`config.mk`:
```
export PLATFORM = sky130hd
export DESIGN_NAME = sbm_csrs
export DESIGN_NICKNAME = d
export VERILOG_FILES = /design/src/hw/sbm_pkg.sv /design/src/hw/sbm_csrs.sv
export SDC_FILE = /design/constraint.sdc
export NUM_CORES = 1
export LEC_CHECK = 0
export BUFFER_PORTS_ARGS = -buffer_cell sky130_fd_sc_hd__buf_2
export CAP_MARGIN = 15
export CORE_ASPECT_RATIO = 0.5
export CORE_MARGIN = 4
export CORE_UTILIZATION = 53
export CTS_BUF_LIST = sky130_fd_sc_hd__clkbuf_4
export DETAILED_ROUTE_END_ITERATION = 10
export PLACE_DENSITY = 0.79
export SLEW_MARGIN = 40
export SYNTH_ARGS = -nofsm -noshare
export SYNTH_HDL_FRONTEND = slang
export SYNTH_SLANG_ARGS = --single-unit
```
`constraint.sdc`:
```
create_clock -name clk_sys -period 3.5 [get_ports clk_sys]
set_input_delay 0.175 -clock clk_sys [delete_from_list [all_inputs] [get_ports clk_sys]]
set_output_delay 0.175 -clock clk_sys [all_outputs]
set_load 0.02 [all_outputs]
```
`src/hw/sbm_pkg.sv`:
```
/*
 Constants of the switch buffer manager control and status registers.
 Assumes a 32-bit AXI4-Lite slave and 8-bit buffer counts from the fabric.
*/
// Functional notes
// With counter test set, reading a clear-on-read counter loads 7FFF_FFFC.
// Queue servicing bit set selects fixed priority, clear selects round robin.
// Three pacing bits enable egress pacing on ports 2, 1 and 0.
// Yellow discard bit subjects yellow packets to random discard.
// Red discard bit drops every red packet.
// With two or three ports active, the low drop level (49h) limits each port.
// With one port active, the high drop level (64h) limits each port.
// A port is active at 36 buffers in use; picks low or high sets.
// All levels count 128-byte buffers.
// Pause at pause level: 21h low set, 3Ch high set.
// Pause value 1 is sent at the resume level, low set 03h.
// High resume level 07h applies with zero or one ports active.
// Flood traffic buffers are capped at the broadcast level, reset 31h.
// Port 0 drop counter counts every host port drop of any cause.
// Reading the port 0 counter returns it and clears it; resets to zero.
// The drop counter stops at FFFF_FFFF and never wraps.
// All configuration bits reset cleared.
// Reserved bits read zero and ignore writes.
// A packet arriving at use equal to its drop limit is dropped and counted.
package sbm_pkg;

    // ------------------------------------------------------------
    // Register indices (byte address is four times the index)
    // ------------------------------------------------------------
    localparam int ADDR_W = 16;
    localparam logic [13:0] IDX_CFG = 14'h1C00;
    localparam logic [13:0] IDX_DROP = 14'h1C01;
    localparam logic [13:0] IDX_PAUSE = 14'h1C02;
    localparam logic [13:0] IDX_RESUME = 14'h1C03;
    localparam logic [13:0] IDX_FLOOD = 14'h1C04;
    localparam logic [13:0] IDX_CNT0 = 14'h1C05;

    // ------------------------------------------------------------
    // Writable bit masks and reset values
    // ------------------------------------------------------------
    localparam logic [31:0] MASK_CFG = 32'h0000007F;
    localparam logic [31:0] MASK_LVL2 = 32'h0000FFFF;
    localparam logic [31:0] MASK_LVL1 = 32'h000000FF;
    localparam logic [31:0] RST_CFG = 32'h00000000;
    localparam logic [31:0] RST_DROP = 32'h00004964;
    localparam logic [31:0] RST_PAUSE = 32'h0000213C;
    localparam logic [31:0] RST_RESUME = 32'h00000307;
    localparam logic [31:0] RST_FLOOD = 32'h00000031;
    localparam logic [31:0] RST_CNT = 32'h00000000;

    // ------------------------------------------------------------
    // Field positions
    // ------------------------------------------------------------
    localparam int CFG_TEST = 6;
    localparam int CFG_FIXPRI = 5;
    localparam int CFG_PACE_LSB = 2;
    localparam int CFG_YELLOW = 1;
    localparam int CFG_RED = 0;
    localparam int LVL_LOW_LSB = 8;
    localparam int LVL_HIGH_LSB = 0;

    // ------------------------------------------------------------
    // Counter and threshold constants
    // ------------------------------------------------------------
    localparam logic [31:0] CNT_TEST_VAL = 32'h7FFFFFFC;
    localparam logic [31:0] CNT_MAX = 32'hFFFFFFFF;
    localparam logic [7:0] ACTIVE_BUFS = 8'h24;
    localparam int BUF_BYTES = 128;
    localparam logic [1:0] RESP_OKAY = 2'h0;
    localparam logic [1:0] RESP_SLVERR = 2'h2;

    // Read channel states
    typedef enum logic [1:0] {
        RD_IDLE = 2'b01,
        RD_RESP = 2'b10
    } sbm_rd_t;

endpackage : sbm_pkg

```
`src/hw/sbm_csrs.sv`:
```
/*
 Buffer manager registers and admission logic: AXI4-Lite slave, drop,
 pause and resume decisions, and the port 0 drop counter.
 Assumes the fabric supplies per-port and flood buffer use in buffers.
*/
`timescale 1ns/1ps
module sbm_csrs (
    // Clock and reset
    input wire logic clk_sys,
    input wire logic nrst,
    // AXI4-Lite write address and data
    input wire logic awvalid,
    output logic awready,
    input wire logic [sbm_pkg::ADDR_W-1:0] awaddr,
    input wire logic wvalid,
    output logic wready,
    input wire logic [31:0] wdata,
    input wire logic [3:0] wstrb,
    // AXI4-Lite write response
    output logic bvalid,
    input wire logic bready,
    output logic [1:0] bresp,
    // AXI4-Lite read
    input wire logic arvalid,
    output logic arready,
    input wire logic [sbm_pkg::ADDR_W-1:0] araddr,
    output logic rvalid,
    input wire logic rready,
    output logic [31:0] rdata,
    output logic [1:0] rresp,
    // Buffer use from the fabric
    input wire logic [7:0] portUse0,
    input wire logic [7:0] portUse1,
    input wire logic [7:0] portUse2,
    input wire logic [7:0] floodUse,
    // Packet arrival
    input wire logic pktValid,
    input wire logic [1:0] pktPort,
    input wire logic pktYellow,
    input wire logic pktRed,
    input wire logic pktFlood,
    input wire logic randomHit,
    // Decisions and controls
    output logic pktDrop,
    output logic pktAdmit,
    output logic [2:0] pauseReq,
    output logic [2:0] resumeReq,
    output logic [2:0] activePorts,
    output logic fixedPrioMode,
    output logic [2:0] egressPaceEn
);

    // ------------------------------------------------------------
    // Helpers
    // ------------------------------------------------------------

    // Byte strobes merged into the writable bits only
    function automatic logic [31:0] mergeStrb(input logic [31:0] old,
            input logic [31:0] data, input logic [3:0] strb,
            input logic [31:0] mask);
        logic [31:0] m;
        m = {{8{strb[3]}}, {8{strb[2]}}, {8{strb[1]}}, {8{strb[0]}}};
        mergeStrb = ((old & ~m) | (data & m)) & mask;
    endfunction : mergeStrb

    // Low or high half of a level register
    function automatic logic [7:0] selLvl(input logic [31:0] lvl,
            input logic low);
        if (low) begin
            selLvl = lvl[sbm_pkg::LVL_LOW_LSB +: 8];
        end else begin
            selLvl = lvl[sbm_pkg::LVL_HIGH_LSB +: 8];
        end
    endfunction : selLvl

    // ------------------------------------------------------------
    // State
    // ------------------------------------------------------------
    logic [31:0] cfg, next_cfg;
    logic [31:0] dropLvl, next_dropLvl;
    logic [31:0] pauseLvl, next_pauseLvl;
    logic [31:0] resumeLvl, next_resumeLvl;
    logic [31:0] floodLvl, next_floodLvl;
    logic [31:0] dropCnt, next_dropCnt;
    logic awHeld, next_awHeld;
    logic wHeld, next_wHeld;
    logic [13:0] awIdx, next_awIdx;
    logic [31:0] wData, next_wData;
    logic [3:0] wStrbH, next_wStrbH;
    logic next_awready, next_wready, next_bvalid;
    logic [1:0] next_bresp;
    sbm_pkg::sbm_rd_t rdState, next_rdState;
    logic next_arready, next_rvalid;
    logic [31:0] next_rdata;
    logic [1:0] next_rresp;
    logic cntRead;
    logic next_pktDrop, next_pktAdmit;
    logic [2:0] next_pauseReq, next_resumeReq, next_activePorts;
    logic dropNow;
    logic [7:0] use3 [3];
    logic [7:0] pktUse;
    logic [1:0] activeCnt;
    logic lowSet;
    logic [7:0] dropLim, pauseLim, resumeLim;

    // Control bits leave straight from the config flops
    assign fixedPrioMode = cfg[sbm_pkg::CFG_FIXPRI];
    assign egressPaceEn = cfg[sbm_pkg::CFG_PACE_LSB +: 3];
    assign use3[0] = portUse0;
    assign use3[1] = portUse1;
    assign use3[2] = portUse2;

    // ------------------------------------------------------------
    // Bus and registers
    // ------------------------------------------------------------

    // Next values of the bus channels and the register file
    always_comb begin
        next_cfg = cfg;
        next_dropLvl = dropLvl;
        next_pauseLvl = pauseLvl;
        next_resumeLvl = resumeLvl;
        next_floodLvl = floodLvl;
        next_awHeld = awHeld;
        next_wHeld = wHeld;
        next_awIdx = awIdx;
        next_wData = wData;
        next_wStrbH = wStrbH;
        next_bvalid = bvalid && !bready;
        next_bresp = bresp;
        next_rdState = rdState;
        next_arready = arready;
        next_rvalid = rvalid;
        next_rdata = rdata;
        next_rresp = rresp;
        cntRead = 1'b0;
        if (awvalid && awready) begin
            next_awHeld = 1'b1;
            next_awIdx = awaddr[sbm_pkg::ADDR_W-1:2];
        end
        if (wvalid && wready) begin
            next_wHeld = 1'b1;
            next_wData = wdata;
            next_wStrbH = wstrb;
        end
        // Write once address and data are both held
        if (awHeld && wHeld && !bvalid) begin
            next_awHeld = 1'b0;
            next_wHeld = 1'b0;
            next_bvalid = 1'b1;
            next_bresp = sbm_pkg::RESP_OKAY;
            unique case (awIdx)
                sbm_pkg::IDX_CFG: begin
                    next_cfg = mergeStrb(cfg, wData, wStrbH,
                        sbm_pkg::MASK_CFG);
                end
                sbm_pkg::IDX_DROP: begin
                    next_dropLvl = mergeStrb(dropLvl, wData, wStrbH,
                        sbm_pkg::MASK_LVL2);
                end
                sbm_pkg::IDX_PAUSE: begin
                    next_pauseLvl = mergeStrb(pauseLvl, wData, wStrbH,
                        sbm_pkg::MASK_LVL2);
                end
                sbm_pkg::IDX_RESUME: begin
                    next_resumeLvl = mergeStrb(resumeLvl, wData, wStrbH,
                        sbm_pkg::MASK_LVL2);
                end
                sbm_pkg::IDX_FLOOD: begin
                    next_floodLvl = mergeStrb(floodLvl, wData, wStrbH,
                        sbm_pkg::MASK_LVL1);
                end
                sbm_pkg::IDX_CNT0: begin
                    next_bresp = sbm_pkg::RESP_OKAY;
                end
                default: begin
                    next_bresp = sbm_pkg::RESP_SLVERR;
                end
            endcase
        end
        next_awready = !next_awHeld && !next_bvalid;
        next_wready = !next_wHeld && !next_bvalid;
        // Read channel
        unique case (rdState)
            sbm_pkg::RD_IDLE: begin
                if (arvalid && arready) begin
                    next_rdState = sbm_pkg::RD_RESP;
                    next_arready = 1'b0;
                    next_rvalid = 1'b1;
                    next_rresp = sbm_pkg::RESP_OKAY;
                    unique case (araddr[sbm_pkg::ADDR_W-1:2])
                        sbm_pkg::IDX_CFG: next_rdata = cfg;
                        sbm_pkg::IDX_DROP: next_rdata = dropLvl;
                        sbm_pkg::IDX_PAUSE: next_rdata = pauseLvl;
                        sbm_pkg::IDX_RESUME: next_rdata = resumeLvl;
                        sbm_pkg::IDX_FLOOD: next_rdata = floodLvl;
                        sbm_pkg::IDX_CNT0: begin
                            next_rdata = dropCnt;
                            cntRead = 1'b1;
                        end
                        default: begin
                            next_rdata = 32'h00000000;
                            next_rresp = sbm_pkg::RESP_SLVERR;
                        end
                    endcase
                end
            end
            sbm_pkg::RD_RESP: begin
                if (rready) begin
                    next_rdState = sbm_pkg::RD_IDLE;
                    next_rvalid = 1'b0;
                    next_arready = 1'b1;
                end
            end
        endcase
        next_arready = next_rdState == sbm_pkg::RD_IDLE; // Address taken only when idle
        // Port 0 drop counter: clear or test load, then a drop still counts
        next_dropCnt = dropCnt;
        if (cntRead) begin
            next_dropCnt = cfg[sbm_pkg::CFG_TEST] ? sbm_pkg::CNT_TEST_VAL
                : 32'h00000000; // see R1
        end
        if (dropNow && pktPort == 2'h0) begin // see R14
            if (next_dropCnt != sbm_pkg::CNT_MAX) begin
                next_dropCnt = next_dropCnt + 32'h00000001;
            end
        end
    end

    // Register stage of the bus and register file
    always_ff @(posedge clk_sys) begin
        if (!nrst) begin
            cfg <= sbm_pkg::RST_CFG;
            dropLvl <= sbm_pkg::RST_DROP;
            pauseLvl <= sbm_pkg::RST_PAUSE;
            resumeLvl <= sbm_pkg::RST_RESUME;
            floodLvl <= sbm_pkg::RST_FLOOD;
            dropCnt <= sbm_pkg::RST_CNT;
            awHeld <= 1'b0;
            wHeld <= 1'b0;
            awIdx <= 14'h0000;
            wData <= 32'h00000000;
            wStrbH <= 4'h0;
            awready <= 1'b0;
            wready <= 1'b0;
            bvalid <= 1'b0;
            bresp <= 2'h0;
            rdState <= sbm_pkg::RD_IDLE;
            arready <= 1'b0;
            rvalid <= 1'b0;
            rdata <= 32'h00000000;
            rresp <= 2'h0;
        end else begin
            cfg <= next_cfg;
            dropLvl <= next_dropLvl;
            pauseLvl <= next_pauseLvl;
            resumeLvl <= next_resumeLvl;
            floodLvl <= next_floodLvl;
            dropCnt <= next_dropCnt;
            awHeld <= next_awHeld;
            wHeld <= next_wHeld;
            awIdx <= next_awIdx;
            wData <= next_wData;
            wStrbH <= next_wStrbH;
            awready <= next_awready;
            wready <= next_wready;
            bvalid <= next_bvalid;
            bresp <= next_bresp;
            rdState <= next_rdState;
            arready <= next_arready;
            rvalid <= next_rvalid;
            rdata <= next_rdata;
            rresp <= next_rresp;
        end
    end

    // ------------------------------------------------------------
    // Admission and flow control
    // ------------------------------------------------------------

    // Threshold set follows the count of active ports, all in buffers
    always_comb begin
        activeCnt = 2'h0;
        for (int p = 0; p < 3; p++) begin
            next_activePorts[p] = use3[p] >= sbm_pkg::ACTIVE_BUFS;
            activeCnt = activeCnt + {1'b0, next_activePorts[p]};
        end
        lowSet = activeCnt >= 2'h2; // see R6 see R7
        dropLim = selLvl(dropLvl, lowSet);
        pauseLim = selLvl(pauseLvl, lowSet);
        resumeLim = selLvl(resumeLvl, lowSet); // see R11
        pktUse = (pktPort == 2'h3) ? 8'h00 : use3[pktPort];
        dropNow = pktValid && (
            (pktUse >= dropLim) || // see R6 see R7
            (pktFlood && floodUse >= floodLvl[7:0]) ||
            (pktRed && cfg[sbm_pkg::CFG_RED]) ||
            (pktYellow && cfg[sbm_pkg::CFG_YELLOW] && randomHit));
        next_pktDrop = dropNow;
        next_pktAdmit = pktValid && !dropNow;
        // Pause held from pause level until use falls to resume level
        for (int p = 0; p < 3; p++) begin
            next_pauseReq[p] = pauseReq[p];
            next_resumeReq[p] = 1'b0;
            if (use3[p] >= pauseLim) begin
                next_pauseReq[p] = 1'b1;
            end else if (pauseReq[p] && use3[p] <= resumeLim) begin
                next_pauseReq[p] = 1'b0;
                next_resumeReq[p] = 1'b1;
            end
        end
    end

    // Register stage of the decisions
    always_ff @(posedge clk_sys) begin
        if (!nrst) begin
            pktDrop <= 1'b0;
            pktAdmit <= 1'b0;
            pauseReq <= 3'h0;
            resumeReq <= 3'h0;
            activePorts <= 3'h0;
        end else begin
            pktDrop <= next_pktDrop;
            pktAdmit <= next_pktAdmit;
            pauseReq <= next_pauseReq;
            resumeReq <= next_resumeReq;
            activePorts <= next_activePorts;
        end
    end
endmodule : sbm_csrs

```
==> flow_summary_export.csv, run 1 <==
group,metric,value,unit
status,outcome,"complete, no violations",
critical_path,reg2reg_slack,0.53,ns
critical_path,timing.rr.end,"dropCnt[31]",
grt,grt-ovfl-total,0,
layout,multi_input_area,0.00563,mm^2
critical_path,cp_common_cell,"buf_4",
sta,fmax,298,MHz
sta,fin_crit_sh,95.9,%
hold_path,whs_endpoint,"pauseReq[1]",
synthesis,synth-seq-cells,181,
grt,grt_pass1_wl,44200,um
sta,max_slew_margin,54.3,%
synthesis,synth-edff-count,0,
grt,antenna_found_initial,0,
floorplanning,start_util,54.4,%
placed_design,dp_hpwl,21000,um
layout,n_antenna_cell,0,
clock_network,clkSinkCount,181,
critical_path,rr_worst_depth,11,
power,p_leak,4.66,nW
floorplanning,die-width,197,um
layout,nFillCells,1432,
sta,setup_violations,0,
critical_path,rr_startpoint,"rdState[1]",
detailed_routing,routed_wirelength,28200,um
grt,grt_start_max_net_pins,84,
clock_network,clk_transition_reported_paths,0.15,ns
critical_path,cp_cell_sequence,"dlygate4sd3_1 -> buf_2 -> nor2_1 -> nand2_1 -> ha_1 -> a21oi_2 -> buf_4 -> mux2_2 -> ha_1 -> nor2_1 -> a21oi_1 -> o31ai_1 -> buf_4 -> nand3_1 -> buf_4 -> nand4_4 -> or3_4 -> xor2_1 -> o21ai_0",
detailed_routing,drt_iter0_drc,767,
critical_path,cp.arrival,3.85,ns
power,power_per_cell_area,339,mW/mm^2
hold_path,hold_path.class,"primary input to flop",
layout,syn_to_final_growth,20.5,%
hold_path,holdCritStartpoint,"portUse1[7]",
synthesis,avgSynthCellArea,8.64,um^2
clock_network,h-tree-depth,4,
sta,tightest_slew,0.686,ns
synthesis,synth-async-reset-ratio,0,%
clock_network,numCtsBuffers,17,
critical_path,endpoint_kind,"flop",
floorplanning,ios,170,
floorplanning,die-height,103,um
synthesis,synth_xor_area_share,1.94,%
detailed_routing,wl_per_cell,18.2,um
layout,utilization,65.5,%
layout,layout-drive-gt1-share,19.2,%
grt,grtUsageTotal,27.3,%
synthesis,synth_flop_cell,"dfxtp_1",
layout,final_area,0.0114,mm^2
synthesis,ys_seq_area_share,38.2,%
power,ir_worst_vdd,0.206,mV
critical_path,required,3.99,ns
placed_design,io_buffers,145,
sta,maxSlewViolCount,0,
placed_design,place.gp.congestion,0.928,
placed_design,placedInstanceArea,0.0106,mm^2
placed_design,numPlacedInstances,1466,
detailed_routing,drt_first_pass_iters,9,
flow_run,maxCapViolations,0,
detailed_routing,vias,9113,
critical_path,critPathLaunchType,"primary input",
synthesis,synthMuxAreaShare,5.95,%
clock_network,cts_root_buf,"clkbuf_4",
grt,first_global_vias,8698,
detailed_routing,drc,0,
critical_path,crit_slowest_cell,"dlygate4sd3_1",
clock_network,cts_tree,"done",
hold_path,whs_path_depth,3,
floorplanning,core,0.0174,mm^2
layout,num-nets-final,1480,
synthesis,synth_top_family_by_area,"simple AND/OR/NAND/NOR gates",
floorplanning,dieArea,0.0202,mm^2
sta,hold_viol_final,0,
layout,seqCellArea,0.00362,mm^2
clock_network,clock_path_buffers,2,
synthesis,synth-simple-area-share,23.2,%
sta,fin_crit,3.36,ns
clock_network,clkLatencyLatePin,0.59,ns
synthesis,synth_fa_ha_area_share,8.71,%
critical_path,worstSetupStartpoint,"portUse0[7]",
sta,skew,0.0277,ns
synthesis,ys_warn_count,0,
detailed_routing,viasPerCell,5.89,
floorplanning,rows,34,
power,power,3.88,mW
detailed_routing,ant_nets,0,
critical_path,max_stage_delay,0.53,ns
synthesis,syn_area,0.00949,mm^2
critical_path,path_class,"primary input to flop",
layout,final_cells,1547,
critical_path,critPathMaxFanout,8,
synthesis,synth-compound-area-share,18.8,%
synthesis,synth.distinct_cells,63,
synthesis,syn_inst,1098,
[power breakdown]
part           internal (mW)  leakage, nW  total (mW)  switching (mW)
Clock                  0.384        0.154        1.21           0.827
Combinational          0.241         3.04       0.519           0.278
Sequential              2.11         1.47        2.15          0.0429
[synthesized netlist by cell type (all sizes together), types with 16 or more instances]
cell type / count / share of area [%]
nand2: 206 / 8.2
dfxtp: 181 / 38
a21boi: 69 / 5.5
ha: 66 / 8.7
o21ai: 54 / 2.8
mux2i: 53 / 5.6
clkbuf: 47 / 1.9
nor2b: 45 / 3.0
nand3: 38 / 2.1
a21oi: 35 / 1.8
nor2: 33 / 1.3
a22oi: 25 / 2.0
and2: 22 / 1.5
nand4: 16 / 1.3
[worst max-delay path, delay by kind of cell]
family	cells	cell delay, ns
AO/OA/AOI/OAI	4	0.54
multiplexers	1	0.35
XOR/XNOR	1	0.15
buffers and inverters	5	1.16
AND/OR/NAND/NOR	6	0.91
adder cells (fa/ha/maj)	2	0.59
[cell usage in the layout, fill, tap and decap left out, types with 6 or more instances in the layout]
master         Yosys  layout
nand2b_1           6       6
inv_1             15      15
a22o_1             7       7
clkinv_4           0       6
buf_4              6      51
dfxtp_1          181     181
a222oi_1           9       9
a21o_1             7       7
nor2_1            33      33
mux2i_1           53      53
and2_1            22      22
a22oi_1           25      25
nand4_1           14      14
nand3_1           37      37
xnor2_1            8       8
nor3_1            11      10
xor2_1            13      13
dlygate4sd3_1      0      41
and3_1            15      15
nor2b_1           45      45
o31ai_1            6       6
a31oi_1           15      15
nor4_1             8       8
ha_1              66      66
or3_1             11      10
a21boi_0          69      69
o21ai_0           53      53
o21a_1            12      12
buf_2              1     144
a21oi_1           35      32
clkbuf_4           0      17
a221oi_1           8       8
nand2_1          206     206
[how the worst max path moves through the flow]
stage                   to  slack [ns]
2_1_floorplan   dropCnt[5]        0.04
3_3_place_gp   pauseReq[1]      -0.005
3_5_place_dp   dropCnt[10]        -0.1
4_1_cts        dropCnt[10]        0.13
5_1_grt        dropCnt[10]       -0.03
6_report       dropCnt[10]        0.14
[final cells by class]
type / instances / area share [%]
clock buffer: 17 / 1.12
clock inverter: 15 / 1.43
inverter: 15 / 0.493
sequential: 181 / 31.7
multi-input combinational: 848 / 49.3
tap: 234 / 2.56
timing repair buffer: 237 / 13.4
[metal layers]
| metal | wire length (um) | GRT usage, % | share of wire [%] | up-vias |
|---|---|---|---|---|
| met4 | 604 | 9.42 | 2.1 | 0 |
| li1 | - | - | - | 4350 |
| met5 | 0 | 0 | 0 | - |
| met1 | 12200 | 35.8 | 43 | 4351 |
| met2 | 13200 | 45.9 | 47 | 355 |
| met3 | 2110 | 5.35 | 7.5 | 57 |
[through the flow]
step	hold WS (ns)	setup WS [ns]	TNS (ns)
after CTS	0.0220	0.128	0
after global placement	0.429	-0.00470	-0.00636
after global routing	0.0136	-0.0340	-0.0413
final	0.0551	0.143	0
after detailed placement	0.434	-0.0952	-0.919
after floorplan	0.300	0.0386	0
[logic make-up after synthesis]
group                      after synthesis
other                                    1
AOI/OAI and AO/OA                      261
buffers and inverters                   72
DFF                                    181
adders and majority gates               66
xor gates and xnor gates                21
and+or+nand+nor                        440
muxes                                   56
[what timing repair did]
| item | CTS | global route |
|---|---|---|
| setup buffers | 0 | 6 |
| hold endpoints to repair | 43 | 0 |
| gates resized for setup | 0 | 8 |
| hold buffers | 41 | 0 |
| setup endpoints to repair | 0 | 18 |
Note: power is estimated with default switching activity, not from simulation.
==> run 2, diff against run 1 <==
Settings changed: BUFFER_PORTS_ARGS -buffer_cell sky130_fd_sc_hd__buf_2 to unset, CORE_UTILIZATION 53 to 55, DONT_BUFFER_PORTS set to 1, PLACE_DENSITY 0.79 to 0.73.
==> flow_summary_export.csv, run 2 (synthesized netlist as in run 1, its figures left out) <==
group,metric,value,unit
detailed_routing,ant_nets,0,
critical_path,endpoint_kind,"flop",
power,power,3.99,mW
clock_network,cts_root_buf,"clkbuf_4",
placed_design,place.gp.congestion,0.923,
clock_network,clkSinkCount,181,
layout,final_cell_mix,"nand2_1 (206), dfxtp_1 (181), a21boi_0 (69)",
clock_network,h-tree-depth,4,
sta,fin_crit_sh,93.5,%
placed_design,dp_hpwl,19900,um
hold_path,hold_path.class,"primary input to flop",
detailed_routing,routed_wirelength,27100,um
status,outcome,"complete, no violations",
flow_run,maxCapViolations,0,
grt,grt_start_max_net_pins,157,
layout,final_cells,1389,
detailed_routing,drc,0,
critical_path,crit_slowest_cell,"dlygate4sd3_1",
layout,layout_commonest_cell,"nand2_1",
detailed_routing,drt_iter0_drc,763,
layout,syn_to_final_growth,13.0,%
placed_design,io_buffers,0,
grt,use_met1,37.7,%
layout,multi_input_area,0.00559,mm^2
critical_path,crit_cells,17,
critical_path,crit_buf_inv,3,
floorplanning,die-width,194,um
clock_network,cts_tree,"done",
grt,use_met3,5.04,%
sta,fmax,306,MHz
power,power_per_cell_area,372,mW/mm^2
sta,setup_violations,0,
critical_path,critPathMaxFanout,13,
placed_design,numPlacedInstances,1306,
layout,n_antenna_cell,0,
sta,hold_viol_final,0,
grt,grt_pass1_wl,43500,um
clock_network,clkLatencyLatePin,0.59,ns
floorplanning,ios,170,
placed_design,place_ws,-0.140,ns
floorplanning,rows,33,
grt,top_usage_layer,"met2",
sta,maxSlewViolCount,0,
power,ir_worst_vdd,0.280,mV
layout,layout-drive-gt1-share,8.00,%
grt,first_global_vias,8020,
grt,antenna_found_initial,0,
critical_path,required,4.00,ns
clock_network,clk_transition_reported_paths,0.15,ns
critical_path,cp_cell_sequence,"dlygate4sd3_1 -> nor2_1 -> nand2_1 -> ha_1 -> a21oi_2 -> buf_4 -> mux2_2 -> ha_1 -> nor2_1 -> a21oi_1 -> o31ai_1 -> buf_4 -> nand3_2 -> and4_4 -> nand4_4 -> or3_1 -> a31oi_1",
detailed_routing,drt_first_pass_iters,7,
sta,rsz0062_at_grt,"no",
grt,grt_util_met2,45.0,%
detailed_routing,vias,8416,
clock_network,clock_path_buffers,2,
sta,fin_crit,3.27,ns
sta,layout_setup_ws,0.228,ns
detailed_routing,viasPerCell,6.06,
layout,num-nets-final,1329,
sta,max_slew_margin,50.1,%
clock_network,numCtsBuffers,17,
layout,nFillCells,1424,
floorplanning,start_util,57.0,%
floorplanning,die-height,101,um
critical_path,critPathLaunchType,"primary input",
floorplanning,core,0.0166,mm^2
critical_path,max_stage_delay,0.58,ns
critical_path,path_class,"primary input to flop",
detailed_routing,wl_per_cell,19.5,um
critical_path,rr_worst_depth,12,
power,p_leak,4.01,nW
floorplanning,dieArea,0.0195,mm^2
layout,seqCellArea,0.00362,mm^2
hold_path,whs_path_depth,4,
grt,grtUsageTotal,27.5,%
critical_path,cp_top_family,"simple AND/OR/NAND/NOR gates",
sta,tightest_slew,0.749,ns
critical_path,cp.arrival,3.77,ns
grt,grt-ovfl-total,0,
sta,skew,0.0276,ns
==> run 2: cell count changes in the layout (fill, tap and decap cells not counted), sizes merged <==
cell,change
clkinv,-3
clkbuf,+1
nand4,-1
bufinv,+4
clkinvlp,-1
buf,-156
nand2,-1
inv,-1
dlygate4sd3,+7
==> run 2: worst min-delay path: cells and delay by family <==
kind | cells | cell delay (ns)
adders and majority gates | 1 | 0.13
AOI/OAI and AO/OA | 1 | 0.12
and+or+nand+nor | 2 | 0.18
==> run 2: layout make-up <==
class,count,share of cell area [%]
well taps,227,2.65
multi-input cells,846,52.2
clock buffers,18,1.26
flip-flops and latches,181,33.8
inverters,15,0.525
clock inverters,14,2.07
repair buffers,88,7.51
==> run 2: report_power, final <==
| group | leakage, nW | switching [mW] | total [mW] | internal, mW |
|---|---|---|---|---|
| registers | 1.47 | 0.0729 | 2.18 | 2.10 |
| clock network | 0.192 | 0.763 | 1.42 | 0.658 |
| logic | 2.35 | 0.203 | 0.390 | 0.187 |
==> run 2: final timing paths <==
path / from / end / slack [ns]
worst max register to register: arready / dropCnt[25] / 0.37
worst max-delay path: portUse0[6] / dropCnt[25] / 0.23
worst min register to register: awIdx[11] / awIdx[11] / 0.47
worst min-delay path: floodUse[2] / pktAdmit / 0.04
==> run 2: metrics by stage <==
step           util [%]  setup TNS (ns)  hold slack [ns]  instance area, um^2
2_1_floorplan         -               0            0.300                 9500
3_5_place_dp       59.0          -0.983            0.256                 9820
3_3_place_gp       59.0          -0.124            0.288                 9820
6_report           64.4               0           0.0410                10700
4_1_cts            64.2               0          0.00313                10700
5_1_grt            64.4               0           0.0372                10700
==> run 2: timing repair <==
item,CTS,global route
hold endpoints to repair,181,0
endpoints found under the setup margin,0,25
resized for setup,0,5
hold buffers,49,0
buffers inserted,0,2
==> run 2: routing by layer <==
layer | share of wire (%) | vias up
li1 | - | 4048
met4 | 2.2 | 0
met1 | 44 | 3973
met2 | 45 | 345
met3 | 8.2 | 50
met5 | 0 | -
==> run 3, diff against run 2 <==
Settings changed: CORE_MARGIN 4 to 3.
==> flow_summary_export.csv, run 3 (synthesized netlist as in run 1, its figures left out) <==
group,metric,value,unit
clock_network,h-tree-depth,4,
layout,final_cells,1389,
detailed_routing,drt_iter0_drc,806,
sta,setup_violations,0,
sta,max_slew_margin,49.5,%
sta,hold_viol_final,0,
layout,utilization,64.2,%
detailed_routing,wl_per_cell,19.4,um
detailed_routing,drc,0,
sta,setup_tns,0,ns
layout,layout-drive-gt1-share,7.92,%
placed_design,placedInstanceArea,0.00983,mm^2
sta,maxSlewViolCount,0,
detailed_routing,viasPerCell,6.08,
critical_path,worstSetupStartpoint,"portUse0[7]",
clock_network,numCtsBuffers,17,
hold_path,holdCritStartpoint,"pktValid",
critical_path,rr_startpoint,"arready",
clock_network,postCtsSetupRepairBufs,0,
layout,nFillCells,1374,
power,p_leak,3.99,nW
clock_network,cts_root_buf,"clkbuf_4",
layout,syn_to_final_growth,12.6,%
detailed_routing,ant_nets,0,
sta,skew,0.0215,ns
critical_path,cp.arrival,3.89,ns
power,power_per_cell_area,361,mW/mm^2
critical_path,path_class,"primary input to flop",
placed_design,numPlacedInstances,1307,
hold_path,hold_path.class,"primary input to flop",
power,ir_worst_vdd,0.311,mV
grt,grtUsageTotal,28.4,%
critical_path,endpoint_kind,"flop",
layout,n_antenna_cell,0,
clock_network,clock_path_buffers,2,
detailed_routing,vias,8445,
status,outcome,"complete, no violations",
floorplanning,die-height,98.9,um
clock_network,clk_transition_reported_paths,0.16,ns
floorplanning,die-width,192,um
layout,num-nets-final,1329,
floorplanning,core,0.0166,mm^2
layout,final_cell_mix,"nand2_1 (206), dfxtp_1 (181), a21boi_0 (69)",
layout,final_area,0.0107,mm^2
critical_path,critPathMaxFanout,8,
sta,holdWs,0.0349,ns
clock_network,clkLatencyLatePin,0.60,ns
placed_design,io_buffers,0,
grt,grt_start_max_net_pins,157,
detailed_routing,drt_first_pass_iters,8,
critical_path,critPathLaunchType,"primary input",
clock_network,clkSinkCount,181,
critical_path,required,4.03,ns
grt,grt-ovfl-total,0,
sta,rsz0062_at_grt,"no",
floorplanning,rows,33,
sta,fmax,298,MHz
sta,fin_crit_sh,95.9,%
placed_design,place.gp.congestion,0.936,
floorplanning,ios,170,
sta,tightest_slew,0.757,ns
floorplanning,dieArea,0.0190,mm^2
placed_design,dp_hpwl,20000,um
grt,antenna_found_initial,0,
grt,grt_pass1_wl,42500,um
sta,fin_crit,3.36,ns
flow_run,maxCapViolations,0,
detailed_routing,routed_wirelength,26900,um
grt,first_global_vias,8016,
clock_network,cts_tree,"done",
layout,layout_commonest_cell,"nand2_1",
floorplanning,start_util,57.0,%
[run 3: metal layers]
layer / global-route usage, % / up-vias / part of all wire [%]
met5: 0 / - / 0
met1: 38.0 / 3990 / 43
met2: 45.8 / 349 / 46
li1: - / 4054 / -
met4: 8.56 / 0 / 2.2
met3: 6.86 / 52 / 8.4
[run 3: cell type report]
type | count | area, um^2 | share of cell area, %
Multi-Input combinational cell | 847 | 5600 | 52.4
Sequential cell | 181 | 3620 | 33.9
Timing Repair Buffer | 87 | 801 | 7.50
Tap cell | 227 | 284 | 2.66
Clock inverter | 15 | 194 | 1.82
Clock buffer | 17 | 128 | 1.19
Inverter | 15 | 56.3 | 0.527
[run 3: repair_timing]
item                                   4_1_cts  5_1_grt
hold buffers                                49        0
endpoints found under the hold margin      181        0
resized for setup                            0        5
setup endpoints to repair                    0       24
[run 3: per-stage QoR]
step           worst slack [ns]  power (mW)
2_1_floorplan            0.0386        2.46
3_3_place_gp            -0.0795        2.51
3_5_place_dp             -0.223        2.53
4_1_cts                  0.0778        3.87
5_1_grt                  0.0190        4.02
6_report                  0.143        3.86
[run 3: worst max-delay path, cell delays in order]
cell           delay, ns
dlygate4sd3_1       0.57
nor2_1              0.11
nand2_1             0.08
ha_1                0.31
a21oi_2             0.18
buf_6               0.17
mux2_2              0.34
ha_1                0.27
nor2_1              0.04
a21oi_1             0.17
o31ai_1             0.09
buf_4               0.16
nand3_1             0.16
and4_4              0.32
nand4_4             0.16
or4_1               0.44
a21oi_1             0.14
[run 3: path summary, 6_finish.rpt]
check	cells past startpoint	slack, ns	to
max	17	0.14	dropCnt[31]
min	4	0.03	dropCnt[15]
max reg2reg	12	0.43	dropCnt[31]
min reg2reg	1	0.47	awready
[run 3: where the power goes]
part	switching [mW]	leakage, nW	internal, mW
Sequential	0.0713	1.47	2.10
Clock	0.778	0.161	0.516
Combinational	0.203	2.36	0.187
Total	1.05	3.99	2.81
